==> src/include/dma_pkg.sv <==
/*
 Constants, field layouts and carrier types of the dual-address DMA channel.
 Assumes a 32-bit AXI4-Lite register bus and a 64-bit system bus on one clock.
*/
package dma_pkg;
   // ==========================================================================
   // Register byte offsets
   localparam logic [7:0] OFS_CTRL = 8'h00;
   localparam logic [7:0] OFS_STAT = 8'h04;
   localparam logic [7:0] OFS_SRC  = 8'h08;
   localparam logic [7:0] OFS_DST  = 8'h0C;
   localparam logic [7:0] OFS_CNT  = 8'h10;
   localparam logic [7:0] OFS_SINC = 8'h14;
   localparam logic [7:0] OFS_DINC = 8'h18;
   localparam logic [7:0] OFS_MCTL = 8'h1C;
   // ==========================================================================
   // Status fields and error causes
   localparam int         ST_CONFIG_ERROR_FLAG  = 4;
   localparam int         ST_DONE   = 5;
   localparam int         ST_BUSY   = 6;
   localparam logic [3:0] CAUSE_CFG = 4'h1;
   localparam logic [3:0] CAUSE_BUS = 4'h2;
   // ==========================================================================
   // Transfer size codes
   localparam logic [2:0] SZ_1B   = 3'h0;
   localparam logic [2:0] SZ_2B   = 3'h1;
   localparam logic [2:0] SZ_4B   = 3'h2;
   localparam logic [2:0] SZ_8B   = 3'h3;
   localparam logic [2:0] SZ_4DW  = 3'h4;
   localparam logic [2:0] SZ_8DW  = 3'h5;
   localparam logic [2:0] SZ_16DW = 3'h6;
   localparam logic [2:0] SZ_32DW = 3'h7;
   // ==========================================================================
   // Size of the staging buffer, burst limits, burst increments and bus responses
   localparam int         FIFO_DEPTH = 8;
   localparam logic [5:0] BOUND_DW   = 6'h20;
   localparam logic [31:0] INC_POS8  = 32'h0000_0008;
   localparam logic [31:0] INC_NEG8  = 32'hFFFF_FFF8;
   localparam logic [1:0] RESP_OKAY  = 2'h0;
   localparam logic [1:0] RESP_DECERR = 2'h3;
   // ==========================================================================
   // Carrier types
   typedef struct packed {
      logic        err_ie;
      logic        dst_burst_inhibit;
      logic        src_burst_inhibit;
      logic        size_mode;
      logic        byte_reverse;
      logic        single_addr_select;
      logic [2:0]  xfer_size;
   } chan_ctrl_s;
   localparam chan_ctrl_s CTRL_RESET = '0;

   typedef struct packed {
      logic        valid;
      logic        write;
      logic [31:0] addr;
      logic [5:0]  len;
      logic [3:0]  bytes;
      logic [63:0] wdata;
   } mem_req_s;
endpackage

==> src/logic/dma_dual_address_burst.sv <==
/*
 Dual-address channel of the DMA engine: register slave, settings check,
 shifting staging buffer and burst splitter toward the system bus.
 Assumes the system bus pulses MEM_ACK_I once per beat of a raised request
 and that all inputs are synchronous to CORE_CLK_I.
*/
`timescale 1ns/10ps
module dma_dual_address_burst
(
   // Clock and reset
   input  wire logic              CORE_CLK_I,
   input  wire logic              RST_I,
   // AXI4-Lite register slave
   input  wire logic              S_AXI_AWVALID_I,
   output      logic              S_AXI_AWREADY_O,
   input  wire logic [7:0]        S_AXI_AWADDR_I,
   input  wire logic              S_AXI_WVALID_I,
   output      logic              S_AXI_WREADY_O,
   input  wire logic [31:0]       S_AXI_WDATA_I,
   input  wire logic [3:0]        S_AXI_WSTRB_I,
   output      logic              S_AXI_BVALID_O,
   input  wire logic              S_AXI_BREADY_I,
   output      logic [1:0]        S_AXI_BRESP_O,
   input  wire logic              S_AXI_ARVALID_I,
   output      logic              S_AXI_ARREADY_O,
   input  wire logic [7:0]        S_AXI_ARADDR_I,
   output      logic              S_AXI_RVALID_O,
   input  wire logic              S_AXI_RREADY_I,
   output      logic [31:0]       S_AXI_RDATA_O,
   output      logic [1:0]        S_AXI_RRESP_O,
   // System bus master
   output      dma_pkg::mem_req_s MEM_REQ_O,
   input  wire logic              MEM_ACK_I,
   input  wire logic              MEM_ERR_I,
   input  wire logic [63:0]       MEM_RDATA_I,
   // Buffer sharing and error interrupt
   input  wire logic              FIFO_BUSY_I,
   output      logic              FIFO_LOCK_O,
   output      logic              ERR_IRQ_O
);
   typedef enum logic [2:0] {ST_IDLE, ST_CHECK, ST_RD, ST_WR, ST_FIN} state_e;

   // ==========================================================================
   // Register state
   dma_pkg::chan_ctrl_s ctrl, next_ctrl;
   logic [31:0] src_address, dst_address, src_increment, dst_increment;
   logic [31:0] next_src_address, next_dst_address, next_src_increment, next_dst_increment;
   logic [23:0] byte_count, next_byte_count, src_left, next_src_left;
   logic        fifo_use_enable, next_fifo_use_enable;
   logic [6:0]  chan_status_reg, next_chan_status_reg;
   logic        aw_got, w_got, next_aw_got, next_w_got, start, next_start;
   logic [7:0]  aw_addr, next_aw_addr;
   logic [31:0] w_data, next_w_data;
   logic        bvalid, next_bvalid, rvalid, next_rvalid;
   logic [1:0]  bresp, next_bresp, rresp, next_rresp;
   logic [31:0] rdata, next_rdata;
   logic        awready, wready, arready, next_awready, next_wready, next_arready;
   // Engine state
   state_e      state, next_state;
   dma_pkg::mem_req_s req, next_req;
   logic [5:0]  beats, next_beats;
   logic [63:0] fifo_mem [dma_pkg::FIFO_DEPTH];
   logic [2:0]  wr_ptr, rd_ptr, next_wr_ptr, next_rd_ptr;
   logic [3:0]  fifo_cnt, next_fifo_cnt;
   logic        lock, next_lock, irq, next_irq, cfg_err_evt, push;
   logic [63:0] push_data;

   // Burst length to the next size boundary, or a whole size when full, capped at the 32 double word boundary
   function automatic logic [5:0] chunk(input logic [31:0] a, input logic neg,
                                        input logic [5:0] sz, input logic full);
      logic [4:0] off;
      logic [5:0] to_sz, to_bnd, r;
      off    = a[7:3] & 5'(sz - 6'h01);
      to_sz  = neg ? 6'(off) + 6'h01 : sz - 6'(off);
      to_bnd = neg ? 6'(a[7:3]) + 6'h01 : dma_pkg::BOUND_DW - 6'(a[7:3]);
      r      = full ? sz : to_sz;
      return (to_bnd < r) ? to_bnd : r;
   endfunction

   // Size decode
   logic       burst_ok, dw_path, neg_src, neg_dst, offs_differ;
   logic [5:0] size_dw, rd_len, wr_len, items_left;
   logic [3:0] step;
   logic [23:0] step24;
   always_comb
   begin
      burst_ok = (ctrl.xfer_size == dma_pkg::SZ_4DW || ctrl.xfer_size == dma_pkg::SZ_8DW)
                 && fifo_use_enable;
      size_dw  = (ctrl.xfer_size == dma_pkg::SZ_8DW) ? 6'h08 : 6'h04;
      dw_path  = ctrl.xfer_size >= dma_pkg::SZ_8B;
      step     = dw_path ? 4'h8 : 4'(4'h1 << ctrl.xfer_size);
      step24   = 24'(step);
      neg_src  = src_increment[31];
      neg_dst  = dst_increment[31];
      offs_differ = ((src_address[7:3] ^ dst_address[7:3]) & 5'(size_dw - 6'h01)) != 5'h00;
      items_left = (src_left >= 24'(8) * step24) ? 6'h08
                   : 6'(src_left >> (dw_path ? 2'h3 : ctrl.xfer_size[1:0]));
      if (burst_ok && !ctrl.src_burst_inhibit)
         rd_len = chunk(src_address, neg_src, size_dw, ctrl.size_mode);
      else
         rd_len = 6'h01;
      if (rd_len > items_left)
         rd_len = items_left;
      if (burst_ok && !ctrl.dst_burst_inhibit)
         wr_len = chunk(dst_address, neg_dst, size_dw, ctrl.size_mode);
      else
         wr_len = 6'h01;
      if (wr_len > 6'(fifo_cnt))
         wr_len = 6'(fifo_cnt);
   end

   // Settings check
   logic cfg_bad;
   always_comb
   begin
      cfg_bad = 1'b0;
      unique case (ctrl.xfer_size)
         dma_pkg::SZ_1B:
            cfg_bad = ctrl.byte_reverse;
         dma_pkg::SZ_2B:
            cfg_bad = byte_count[0] | src_increment[0] | dst_increment[0]
                      | ctrl.byte_reverse;
         dma_pkg::SZ_4B:
            cfg_bad = (byte_count[1:0] != 2'h0) | (src_increment[1:0] != 2'h0)
                      | (dst_increment[1:0] != 2'h0) | ctrl.byte_reverse;
         dma_pkg::SZ_16DW, dma_pkg::SZ_32DW:
            cfg_bad = 1'b1;
         default:
         begin
            if (burst_ok)
               cfg_bad = ctrl.byte_reverse
                  | !(src_increment == dma_pkg::INC_POS8 || src_increment == dma_pkg::INC_NEG8)
                  | !(dst_increment == dma_pkg::INC_POS8 || dst_increment == dma_pkg::INC_NEG8
                      || (ctrl.dst_burst_inhibit && dst_increment == 32'h0000_0000));
            else
               cfg_bad = (byte_count[2:0] != 3'h0) | (src_address[2:0] != {3{neg_src}})
                  | (dst_address[2:0] != {3{neg_dst}}) | (src_increment[2:0] != 3'h0)
                  | (dst_increment[2:0] != 3'h0);
         end
      endcase
   end

   // Byte shifter and optional reversal on the way into the buffer
   logic [5:0]  rot;
   logic [63:0] rotated;
   always_comb
   begin
      // Descending addresses hold their offset inverted, so undo that first
      rot     = {3'((dst_address[2:0] ^ {3{neg_dst}}) - (src_address[2:0] ^ {3{neg_src}})), 3'h0};
      rotated = (MEM_RDATA_I << rot) | (MEM_RDATA_I >> (7'h40 - 7'(rot)));
      push_data = rotated;
      for (int b = 0; b < 8; b++)
         if (ctrl.byte_reverse)
            push_data[8*b +: 8] = rotated[8*(7-b) +: 8];
   end

   // ==========================================================================
   // Transfer engine next state
   always_comb
   begin
      next_state = state;
      next_req = req;
      next_beats = beats;
      next_src_address = src_address;
      next_dst_address = dst_address;
      next_src_left = src_left;
      next_byte_count = byte_count;
      next_rd_ptr = rd_ptr;
      next_lock = lock;
      cfg_err_evt = 1'b0;
      push = 1'b0;
      unique case (state)
         ST_IDLE:
            if (start && !ctrl.single_addr_select)
               next_state = ST_CHECK;
         ST_CHECK:
         begin
            if (cfg_bad)
            begin
               cfg_err_evt = 1'b1;
               next_state = ST_IDLE;
            end
            else if (byte_count == 24'h0)
               next_state = ST_FIN;
            else if (!(burst_ok && FIFO_BUSY_I))
            begin
               next_src_left = byte_count;
               next_lock = burst_ok && !ctrl.size_mode && offs_differ;
               next_state = ST_RD;
            end
         end
         ST_RD:
            if (!req.valid)
            begin
               next_req = '{valid: 1'b1, write: 1'b0, addr: src_address, len: rd_len,
                            bytes: step, wdata: 64'h0};
               next_beats = rd_len;
            end
            else if (MEM_ERR_I)
               next_state = ST_IDLE;
            else if (MEM_ACK_I)
            begin
               push = 1'b1;
               next_src_address = src_address + src_increment;
               next_src_left = src_left - step24;
               next_beats = beats - 6'h01;
               if (beats == 6'h01)
               begin
                  next_req.valid = 1'b0;
                  next_state = ST_WR;
               end
            end
         ST_WR:
            if (!req.valid)
            begin
               next_req = '{valid: 1'b1, write: 1'b1, addr: dst_address, len: wr_len,
                            bytes: step, wdata: fifo_mem[rd_ptr]};
               next_beats = wr_len;
            end
            else if (MEM_ERR_I)
               next_state = ST_IDLE;
            else if (MEM_ACK_I)
            begin
               next_rd_ptr = rd_ptr + 3'h1;
               next_req.wdata = fifo_mem[next_rd_ptr];
               next_dst_address = dst_address + dst_increment;
               next_byte_count = byte_count - step24;
               next_beats = beats - 6'h01;
               if (beats == 6'h01)
               begin
                  next_req.valid = 1'b0;
                  if (fifo_cnt != 4'h1)
                     next_state = ST_WR;
                  else if (byte_count == step24)
                     next_state = ST_FIN;
                  else
                     next_state = ST_RD;
               end
            end
         ST_FIN:
            next_state = ST_IDLE;
         default:
            next_state = ST_IDLE;
      endcase
      if (next_state == ST_IDLE || next_state == ST_FIN)
      begin
         next_req.valid = 1'b0;
         next_lock = 1'b0;
      end
      next_wr_ptr = wr_ptr + 3'(push);
      next_fifo_cnt = fifo_cnt + 4'(push) - 4'(next_rd_ptr != rd_ptr);
   end

   // Staging buffer storage, written on each read beat
   always_ff @(posedge CORE_CLK_I)
   begin
      if (push)
         fifo_mem[wr_ptr] <= push_data;
   end

   // ==========================================================================
   // Register slave next state
   always_comb
   begin
      next_aw_got = aw_got;
      next_w_got = w_got;
      next_aw_addr = aw_addr;
      next_w_data = w_data;
      next_bvalid = bvalid;
      next_bresp = bresp;
      next_rvalid = rvalid;
      next_rresp = rresp;
      next_rdata = rdata;
      next_ctrl = ctrl;
      next_src_increment = src_increment;
      next_dst_increment = dst_increment;
      next_fifo_use_enable = fifo_use_enable;
      next_start = 1'b0;
      next_chan_status_reg = chan_status_reg;
      if (S_AXI_AWVALID_I && S_AXI_AWREADY_O)
      begin
         next_aw_got = 1'b1;
         next_aw_addr = S_AXI_AWADDR_I;
      end
      if (S_AXI_WVALID_I && S_AXI_WREADY_O)
      begin
         next_w_got = 1'b1;
         next_w_data = S_AXI_WDATA_I;
      end
      if (aw_got && w_got)
      begin
         next_aw_got = 1'b0;
         next_w_got = 1'b0;
         next_bvalid = 1'b1;
         next_bresp = dma_pkg::RESP_OKAY;
         unique case (aw_addr)
            dma_pkg::OFS_CTRL:
            begin
               next_ctrl = dma_pkg::chan_ctrl_s'(w_data[9:1]);
               next_start = w_data[0] && state == ST_IDLE;
            end
            dma_pkg::OFS_STAT:
               next_chan_status_reg[5:0] = chan_status_reg[5:0] & ~w_data[5:0];
            dma_pkg::OFS_SINC: next_src_increment = w_data;
            dma_pkg::OFS_DINC: next_dst_increment = w_data;
            dma_pkg::OFS_MCTL: next_fifo_use_enable = w_data[0];
            dma_pkg::OFS_SRC, dma_pkg::OFS_DST, dma_pkg::OFS_CNT: ;
            default: next_bresp = dma_pkg::RESP_DECERR;
         endcase
      end
      if (bvalid && S_AXI_BREADY_I)
         next_bvalid = 1'b0;
      if (S_AXI_ARVALID_I && S_AXI_ARREADY_O)
      begin
         next_rvalid = 1'b1;
         next_rresp = dma_pkg::RESP_OKAY;
         unique case (S_AXI_ARADDR_I)
            dma_pkg::OFS_CTRL: next_rdata = {22'h0, ctrl, chan_status_reg[dma_pkg::ST_BUSY]};
            dma_pkg::OFS_STAT: next_rdata = {25'h0, chan_status_reg};
            dma_pkg::OFS_SRC:  next_rdata = src_address;
            dma_pkg::OFS_DST:  next_rdata = dst_address;
            dma_pkg::OFS_CNT:  next_rdata = {8'h0, byte_count};
            dma_pkg::OFS_SINC: next_rdata = src_increment;
            dma_pkg::OFS_DINC: next_rdata = dst_increment;
            dma_pkg::OFS_MCTL: next_rdata = {31'h0, fifo_use_enable};
            default:
            begin
               next_rdata = 32'h0000_0000;
               next_rresp = dma_pkg::RESP_DECERR;
            end
         endcase
      end
      else if (rvalid && S_AXI_RREADY_I)
         next_rvalid = 1'b0;
      // Hardware events set status after the software clear, so a set wins
      if (cfg_err_evt)
         next_chan_status_reg[dma_pkg::ST_CONFIG_ERROR_FLAG:0] = {1'b1, dma_pkg::CAUSE_CFG};
      if (req.valid && MEM_ERR_I)
         next_chan_status_reg[3:0] = dma_pkg::CAUSE_BUS;
      if (state == ST_FIN)
         next_chan_status_reg[dma_pkg::ST_DONE] = 1'b1;
      next_chan_status_reg[dma_pkg::ST_BUSY] = next_state != ST_IDLE;
      next_irq = ctrl.err_ie && (next_chan_status_reg[3:0] != 4'h0);
      // Ready flags registered so the bus sees them straight from flip-flops
      next_awready = !next_aw_got && !next_bvalid;
      next_wready = !next_w_got && !next_bvalid;
      next_arready = !next_rvalid;
   end

   // Address and count registers are shared by software writes and the engine
   logic [31:0] sw_src, sw_dst;
   logic [23:0] sw_cnt;
   always_comb
   begin
      sw_src = next_src_address;
      sw_dst = next_dst_address;
      sw_cnt = next_byte_count;
      if (aw_got && w_got && state == ST_IDLE)
      begin
         if (aw_addr == dma_pkg::OFS_SRC) sw_src = w_data;
         if (aw_addr == dma_pkg::OFS_DST) sw_dst = w_data;
         if (aw_addr == dma_pkg::OFS_CNT) sw_cnt = w_data[23:0];
      end
   end

   // ==========================================================================
   // State registers
   always_ff @(posedge CORE_CLK_I or posedge RST_I)
   begin
      if (RST_I)
      begin
         state <= ST_IDLE;  req <= '0;  beats <= 6'h00;
         src_address <= 32'h0;  dst_address <= 32'h0;  byte_count <= 24'h0;
         src_left <= 24'h0;  src_increment <= 32'h0;  dst_increment <= 32'h0;
         wr_ptr <= 3'h0;  rd_ptr <= 3'h0;  fifo_cnt <= 4'h0;  lock <= 1'b0;
         ctrl <= dma_pkg::CTRL_RESET;  fifo_use_enable <= 1'b0;  start <= 1'b0;
         chan_status_reg <= 7'h00;  irq <= 1'b0;  aw_got <= 1'b0;  w_got <= 1'b0;
         aw_addr <= 8'h00;  w_data <= 32'h0;  bvalid <= 1'b0;  bresp <= 2'h0;
         rvalid <= 1'b0;  rresp <= 2'h0;  rdata <= 32'h0;
         awready <= 1'b1;  wready <= 1'b1;  arready <= 1'b1;
      end
      else
      begin
         state <= next_state;  req <= next_req;  beats <= next_beats;
         src_address <= sw_src;  dst_address <= sw_dst;  byte_count <= sw_cnt;
         src_left <= next_src_left;  src_increment <= next_src_increment;
         dst_increment <= next_dst_increment;  wr_ptr <= next_wr_ptr;
         rd_ptr <= next_rd_ptr;  fifo_cnt <= next_fifo_cnt;  lock <= next_lock;
         ctrl <= next_ctrl;  fifo_use_enable <= next_fifo_use_enable;
         start <= next_start;  chan_status_reg <= next_chan_status_reg;  irq <= next_irq;
         aw_got <= next_aw_got;  w_got <= next_w_got;  aw_addr <= next_aw_addr;
         w_data <= next_w_data;  bvalid <= next_bvalid;  bresp <= next_bresp;
         rvalid <= next_rvalid;  rresp <= next_rresp;  rdata <= next_rdata;
         awready <= next_awready;  wready <= next_wready;  arready <= next_arready;
      end
   end

   // Outputs straight from flip-flops
   assign MEM_REQ_O = req;
   assign FIFO_LOCK_O = lock;
   assign ERR_IRQ_O = irq;
   assign S_AXI_AWREADY_O = awready;
   assign S_AXI_WREADY_O = wready;
   assign S_AXI_BVALID_O = bvalid;
   assign S_AXI_BRESP_O = bresp;
   assign S_AXI_ARREADY_O = arready;
   assign S_AXI_RVALID_O = rvalid;
   assign S_AXI_RDATA_O = rdata;
   assign S_AXI_RRESP_O = rresp;
endmodule // dma_dual_address_burst

==> config.mk <==
export PLATFORM = sky130hd
export DESIGN_NAME = dma_dual_address_burst
export DESIGN_NICKNAME = d
export VERILOG_FILES = /design/src/include/dma_pkg.sv /design/src/logic/dma_dual_address_burst.sv
export SDC_FILE = /design/constraint.sdc
export NUM_CORES = 2
export LEC_CHECK = 0
export BUFFER_PORTS_ARGS = -buffer_cell sky130_fd_sc_hd__buf_2
export CAP_MARGIN = 40
export CORE_UTILIZATION = 55
export DETAILED_ROUTE_END_ITERATION = 6
export PLACE_DENSITY_LB_ADDON = 0.15
export SLEW_MARGIN = 20
export SYNTH_ARGS = -nofsm -noshare
export SYNTH_HDL_FRONTEND = slang
export SYNTH_SLANG_ARGS = --single-unit
==> constraint.sdc <==
create_clock -name CORE_CLK_I -period 13.5 [get_ports CORE_CLK_I]
set_clock_uncertainty 0.1 [all_clocks]
set_input_delay 2.025 -clock CORE_CLK_I [delete_from_list [all_inputs] [get_ports CORE_CLK_I]]
set_output_delay 2.025 -clock CORE_CLK_I [all_outputs]
set_load 0.03 [all_outputs]
# Word level (Yosys, flattened, before mapping)

Memories as Yosys holds them, arrays and structs flattened.
Index checks and enable logic that the tools add are counted.

Input port bits: 126
Memories: 1
RAM bits: 512
Output and inout bits: 151
Word-level logic and storage cells: 332
Bits in registers: 406

$lt $le $gt $ge: 6
Multiplexer cells: 117
Equal/unequal tests: 48
Reductions and logical operators: 72
Shifts and indexed selects: 4
Add/sub/neg operators: 20
Bitwise operators: 21

Memory list:

| memory   | depth | width | rd ports | clocked after memory_dff | write ports | line                         | text |
|---|---|---|---|---|---|---|---|
| fifo_mem | 8     | 64    | 2        | 0                        | 1           | dma_dual_address_burst.sv:62 | `logic [63:0] fifo_mem [dma_pkg::FIFO_DEPTH];` |

Operators by type and width:

| operator                                                         | count |
|---|---|
| 32-bit 2-to-1 mux                                                | 12 |
| 24-bit 2-to-1 mux                                                | 12 |
| 32-bit case mux with 8 select lines                              | 1 |
| 108-bit case mux with 2 select lines                             | 1 |
| 64-bit 2-to-1 mux                                                | 3 |
| 6-bit 2-to-1 mux                                                 | 19 |
| 107-bit 2-to-1 mux                                               | 1 |
| 32-bit adder                                                     | 2 |
| 32-bit == test, second input constant                            | 2 |
| 32-bit by 4-bit == test with 1-bit output, second input constant | 2 |
| 8-bit by 5-bit == test with 1-bit output, second input constant  | 8 |
| 8-bit 2-to-1 mux                                                 | 8 |
| 64-bit bitwise OR                                                | 1 |
| 64-bit by 6-bit left shift with 64-bit output                    | 1 |
| 64-bit by 7-bit >> shifter with 64-bit output                    | 1 |
| 3-bit 2-to-1 mux                                                 | 18 |
| 24-bit case mux with 2 select lines                              | 1 |
| 24-bit by 4-bit subtractor with 24-bit output                    | 2 |
| 43-bit 2-to-1 mux                                                | 1 |
| 8-bit by 4-bit == test with 1-bit output, second input constant  | 4 |
| 32-bit zero test                                                 | 1 |
| 1-bit 2-to-1 mux                                                 | 30 |
| 5-bit by 1-bit adder with 6-bit output, second input constant    | 4 |
| 24-bit by 4-bit == test with 1-bit output                        | 1 |
| other kinds (55)                                                 | 152 |

# Logic depth before layout (Yosys ltp)

Word-level depth: 15
Gate-level depth with buffers: 25
Gate-level depth less buffers: 23

# Worst setup path after synthesis

No wires, ideal clock.

Path kind: input to register
From: input port MEM_ERR_I
To: memory fifo_mem[0][0] (enable)
Required time: 12.756 ns
Slack: 3.784 ns
Setup time: 0.644 ns
Stages: 5
Data arrival time: 8.972 ns
Path buffers: 2
Cell sequence: nor2b_1 nand3_1 clkbuf_1 buf_1 nor4_1

Word-level cells in the longest chain between the ends: 5

RTL lines:

| item                                   | line                          | text |
|---|---|---|
| start: declaration                     | dma_dual_address_burst.sv:34  | `input wire logic MEM_ERR_I,` |
| 1-bit 2-to-1 mux                       | dma_dual_address_burst.sv:199 | `else if (MEM_ERR_I)` |
| 1-bit 2-to-1 mux                       | dma_dual_address_burst.sv:193 | `if (!req.valid)` |
| 1-bit 2-to-1 mux                       | dma_dual_address_burst.sv:172 | `unique case (state)` |
| 1-bit 2-to-1 mux                       | dma_dual_address_burst.sv:257 | `if (push)` |
| 1-bit 2-to-1 mux (not written as such) | dma_dual_address_burst.sv:258 | `fifo_mem[wr_ptr] <= push_data;` |
| end: declaration                       | dma_dual_address_burst.sv:62  |  |

Every way passes these cells.

# Worst setup path in the final report

From: register ctrl[2] (netlist name)
To: register beats[3]

Word-level cells in the longest chain between the ends: 14
Elaborated cells on any way between the ends: 38
Those cells by class: add/sub (5); order compare (6); eq/ne (2); shift (2); mux (17); bitwise (2); reduce/logical (4)

RTL lines:

| item                                                                                                      | line                                                         | text |
|---|---|---|
| start: declaration                                                                                        | dma_dual_address_burst.sv:45                                 | `dma_pkg::chan_ctrl_s ctrl, next_ctrl;` |
| start signal: assignment                                                                                  | dma_dual_address_burst.sv:389                                | `ctrl <= next_ctrl; fifo_use_enable <= next_fifo_use_enable;` |
| 3-bit == test                                                                                             | dma_dual_address_burst.sv:87, dma_dual_address_burst.sv:89   |  |
| 4-bit 2-to-1 mux                                                                                          | dma_dual_address_burst.sv:89                                 | `size_dw = (ctrl.xfer_size == dma_pkg::SZ_8DW) ? 6'h08 : 6'h04;` |
| 4-bit by 1-bit subtractor with 5-bit output                                                               | dma_dual_address_burst.sv:73                                 | `off = a[7:3] & 5'(sz - 6'h01);` |
| 5-bit bitwise AND                                                                                         | dma_dual_address_burst.sv:73                                 |  |
| 4-bit by 5-bit subtractor with 6-bit output or 5-bit by 1-bit adder with 6-bit output (tied branches)     | dma_dual_address_burst.sv:74                                 | `to_sz = neg ? 6'(off) + 6'h01 : sz - 6'(off);` |
| 6-bit 2-to-1 mux                                                                                          | dma_dual_address_burst.sv:74                                 |  |
| 6-bit 2-to-1 mux                                                                                          | dma_dual_address_burst.sv:76                                 | `r = full ? sz : to_sz;` |
| 6-bit less-than comparator                                                                                | dma_dual_address_burst.sv:77                                 | `return (to_bnd < r) ? to_bnd : r;` |
| 6-bit 2-to-1 mux                                                                                          | dma_dual_address_burst.sv:77                                 |  |
| 6-bit 2-to-1 mux (on tied branches)                                                                       | dma_dual_address_burst.sv:104, dma_dual_address_burst.sv:98  |  |
| 6-bit by 4-bit greater-than comparator with 1-bit output or 6-bit greater-than comparator (tied branches) | dma_dual_address_burst.sv:108, dma_dual_address_burst.sv:102 |  |
| 6-bit 2-to-1 mux (on tied branches)                                                                       | dma_dual_address_burst.sv:108, dma_dual_address_burst.sv:102 |  |
| 6-bit 2-to-1 mux (on tied branches)                                                                       | dma_dual_address_burst.sv:214, dma_dual_address_burst.sv:193 |  |
| 6-bit case mux with 2 select lines *                                                                      | dma_dual_address_burst.sv:172                                |  |
| end signal: assignment                                                                                    | dma_dual_address_burst.sv:384                                | `state <= next_state; req <= next_req; beats <= next_beats;` |
| end: declaration                                                                                          | dma_dual_address_burst.sv:61                                 | `logic [5:0] beats, next_beats;` |

Mark *: on every way between the ends. The rest lies on a longest branch, timed or not.
A chain may end at the register's enable or synchronous reset.

==> impl_metrics.py <==
metrics = {
    "pwr": {
        "power_switching_share_pct": 44.25,
        "comb_power_share_pct": 48.6,
        "ir_drop_v": 0.0003218,
        "p_seq_share_pct": 33.6,
        "clkPwrFrac_pct": 17.8,
        "switchingPower_uw": 6954,
        "p_leak_uw": 0.02189,
        "internal_power_uw": 8761,
        "p_per_area_nw_per_um2": 274.1,
    },
    "timing": {
        "fmax_mhz": 166.9,
        "rsz0062_at_grt": "no",
        "finalSetupViolations": 0,
        "tns_ps": 0,
        "whs_ps": 371.3,
        "hold_violations": 0,
        "fin_crit_sh_pct": 44.38,
        "setup_ws_ps": 7509,
        "worst_pin_slew_ps": 1017,
        "report.final.slew_viol_count": 0,
        "slew_headroom_pct": 30.25,
        "period_needed_ps": 5991,
    },
    "cells_and_area": {
        "layout.nets": 4548,
        "largest_reg_flops": 512,
        "final_util_pct": 62.65,
        "top_register": "fifo_mem",
        "drive_gt1_share_pct": 24.00,
        "stdcell_area_um2": 57340,
        "fillCellCount": 7038,
        "syn_to_final_growth_pct": 12.83,
    },
    "status": {
        "status": "complete, but fails checks",
        "violations": "DRC",
    },
    "clock_network": {
        "worstSkewPairLatency_ps": 700,
        "cts_resized": 0,
        "cts.reportedPaths.clkPinSlew_ps": 60,
        "cts_buffers": 96,
        "post_cts_buffers": 0,
        "root_buffer": "clkbuf_16",
        "cts_num_sinks": 916,
        "h-tree-depth": 3,
        "hold_buffers": 0,
        "clockBufferDepth": 3,
        "cts_tree": "yes",
    },
    "synthesis": {
        "postSynthRegisterBits": 916,
        "yosys_warnings": 0,
        "synthAdderAreaFrac_pct": 2.895,
        "syn-cell-area_um2": 50820,
        "synth_area_leaders": "edfxtp_1 (30%), dfrtp_1 (20%), mux4_2 (12%)",
        "yosysSeqAreaShare_pct": 50.16,
        "synthFlopType": "edfxtp_1",
        "async_reset_ff_share_pct": 44.10,
        "syn_inst": 4114,
        "synth.distinct_cells": 89,
        "yosys.area.top_type": "edfxtp_1",
        "synth-edff-count": 512,
        "synth_top_area_share_pct": 30.25,
        "synth_mux_area_share_pct": 19.84,
        "synth_top_family_by_area": "multiplexers",
        "synth-compound-area-share_pct": 14.04,
        "synth_xor_area_share_pct": 1.721,
        "syn_avg_cell_area_um2": 12.35,
        "yosys.area_share.simple_pct": 8.593,
    },
    "worst_setup_path": {
        "critPathCaptureType": "flop",
        "critPathRequiredTime_ps": 13950,
        "rr_endpoint": "beats[3]$_DFFE_PP0P_",
        "cp_max_fo": 12,
        "arrival_ps": 6440,
        "cp_slowest_cell": "a2111oi_2",
        "timing.rr.start": "ctrl[2]$_DFFE_PP0P_",
        "crit_type": "flop to flop",
        "reg2reg_slack_ps": 7510,
        "path_common_cell": "o21a_1",
        "critical_path.max_stage_delay_ps": 780,
        "start_kind": "flop",
        "worstPathCellList": "nor2_1 -> nand2_1 -> ha_1 -> a21o_1 -> a21o_1 -> a2111oi_2 -> nand2_1 -> ha_1 -> nor2b_1 -> o21a_1 -> o21a_1 -> o21a_1 -> o21a_1 -> o22ai_1 -> nor2_1 -> a21oi_1 -> a211oi_1 -> a221o_1",
        "r2r_cells": 18,
    },
    "place": {
        "routabilityCongestion": 0.9764,
        "io_buffer_count": 272,
        "dp_slack_ps": 7472,
        "dpl.hpwl_mm": 102.5,
        "place_area_um2": 53700,
    },
    "floorplanning": {
        "start_util_pct": 55.53,
        "ioPinCount": 277,
        "core-area_um2": 91520,
        "die_w_um": 306.0,
        "die_h_um": 306.0,
        "die-area_um2": 93620,
        "fp-row-count": 111,
    },
    "hold_path": {
        "hp-class": "flop to flop",
        "min_to": "S_AXI_RDATA_O[1]$_DFFE_PP0P_",
        "hold_path_depth": 1,
        "hp-start": "S_AXI_RDATA_O[1]$_DFFE_PP0P_",
    },
    "global_routing": {
        "grt_max_degree": 105,
        "grt_first_pass_wirelength_mm": 227.9,
        "grt_util_all_layers_pct": 32.36,
        "antenna_found_initial": 10,
        "grt_pass1_vias": 36270,
        "overflow": 0,
    },
    "drt": {
        "drtPass1Iterations": 7,
        "drtAntennaViolNets": 0,
        "drc_errors": 6,
        "drt-total-wl_mm": 151.6,
        "vias": 37250,
        "drtIter0Drc": 4085,
        "vias_per_cell": 6.669,
        "post_drt_wl_per_cell_um": 27.14,
    },
    "flow_run": {
        "cap_viol_max_count": 0,
    },
}
metal layers:
metal  vias to the layer above  global-route usage [%]  share of wire, %
met5                         -                       0             0.020
li1                      16440                       -                 -
met2                      1659                   53.45                48
met4                         4                   15.11               4.8
met1                     18830                   42.21                39
met3                       313                   5.004               7.8
worst max-delay path, delay by kind of cell (launching register included):
family	cells	cell delay [ps]
AOI/OAI and AO/OA	11	3070
DFF	1	520
and+or+nand+nor	5	1450
adders and majority gates	2	730
cell usage in the layout, fill, tap and decap left out, types with 15 or more instances in the layout:
cell type / instances
o22ai_1: 21
mux2_2: 168
xnor2_1: 56
ha_1: 105
and3_1: 31
nor2_1: 201
a31oi_1: 58
buf_2: 275
or3_1: 15
clkbuf_16: 97
a21oi_1: 285
nand4_1: 26
clkinv_1: 15
a221o_1: 15
nand2_1: 312
nand2b_1: 29
a222oi_1: 21
xor2_1: 39
nor2b_1: 100
and2_1: 21
clkbuf_8: 16
a22o_1: 84
mux2i_1: 192
nand3_1: 33
a211oi_1: 104
a21o_1: 72
mux4_2: 278
o21a_1: 18
clkbuf_1: 16
edfxtp_1: 512
o21ai_0: 221
buf_4: 86
a221oi_1: 33
nor4_1: 29
nor3_1: 51
a22oi_1: 47
dfrtp_1: 395
inv_1: 54
synthesized netlist by cell type, types with 33 or more instances:
master / number
a22o_1: 84
inv_1: 55
a221oi_1: 33
nor2_1: 206
a211oi_1: 104
buf_1: 45
xor2_1: 41
nor3_1: 58
edfxtp_1: 512
clkbuf_1: 217
mux2_2: 168
a22oi_1: 47
mux4_2: 278
o21ai_0: 224
a31oi_1: 58
ha_1: 108
mux2i_1: 193
nand2_1: 314
a21oi_1: 286
dfrtp_1: 401
xnor2_1: 57
nand3_1: 34
nor2b_1: 100
a21o_1: 72
layout make-up:
| type | instances | area (µm²) | area share (%) |
|---|---|---|---|
| antenna | 8 | 20.02 | 0.03491 |
| clock buffer | 129 | 2708 | 4.722 |
| clock inverter | 52 | 666.9 | 1.163 |
| inverter | 55 | 214.0 | 0.3731 |
| multi-input combinational | 2852 | 24130 | 42.08 |
| sequential | 916 | 25510 | 44.48 |
| tap | 1186 | 1484 | 2.588 |
| timing repair buffer | 387 | 2613 | 4.556 |
power by group through the flow:
stage / combinational, µW / sequential (µW) / clock (µW)
3_5_place_dp: 7400 / 5320 / 0
2_1_floorplan: 4540 / 5180 / 0
5_1_grt: 8090 / 5310 / 2930
6_report: 7640 / 5280 / 2790
4_1_cts: 7440 / 5270 / 2830
3_3_place_gp: 7110 / 5320 / 0
worst max-delay path by stage:
stage                                              from                        end  slack [ps]  cells after the start
final                               ctrl[2]$_DFFE_PP0P_       beats[3]$_DFFE_PP0P_        7510                     18
after global routing                ctrl[2]$_DFFE_PP0P_       beats[0]$_DFFE_PP0P_        7000                     17
after CTS                 src_increment[31]$_DFFE_PP0P_  fifo_mem[0][48]$_DFFE_PP_        7470                     12
after detailed placement  src_increment[31]$_DFFE_PP0P_  fifo_mem[2][48]$_DFFE_PP_        7470                     12
after global placement    src_increment[31]$_DFFE_PP0P_  fifo_mem[6][48]$_DFFE_PP_        7510                     12
after floorplan                                   RST_I        ERR_IRQ_O$_DFF_PP0_         140                      1
cells by family after synthesis:
| logic type | after synthesis |
|---|---|
| muxes | 639 |
| DFF | 916 |
| other | 1 |
| adders and majority gates | 114 |
| xor gates and xnor gates | 99 |
| buffers and inverters | 349 |
| AOI/OAI and AO/OA | 1088 |
| and+or+nand+nor | 908 |
metrics by stage:
| step | cells | total power, µW |
|---|---|---|
| 2_1_floorplan | 4117 | 9718 |
| 3_3_place_gp | 5355 | 12430 |
| 3_5_place_dp | 5384 | 12720 |
| 4_1_cts | 5565 | 15530 |
| 5_1_grt | 5582 | 16320 |
| 6_report | 5585 | 15710 |
Power figures use the tool's default switching activity.
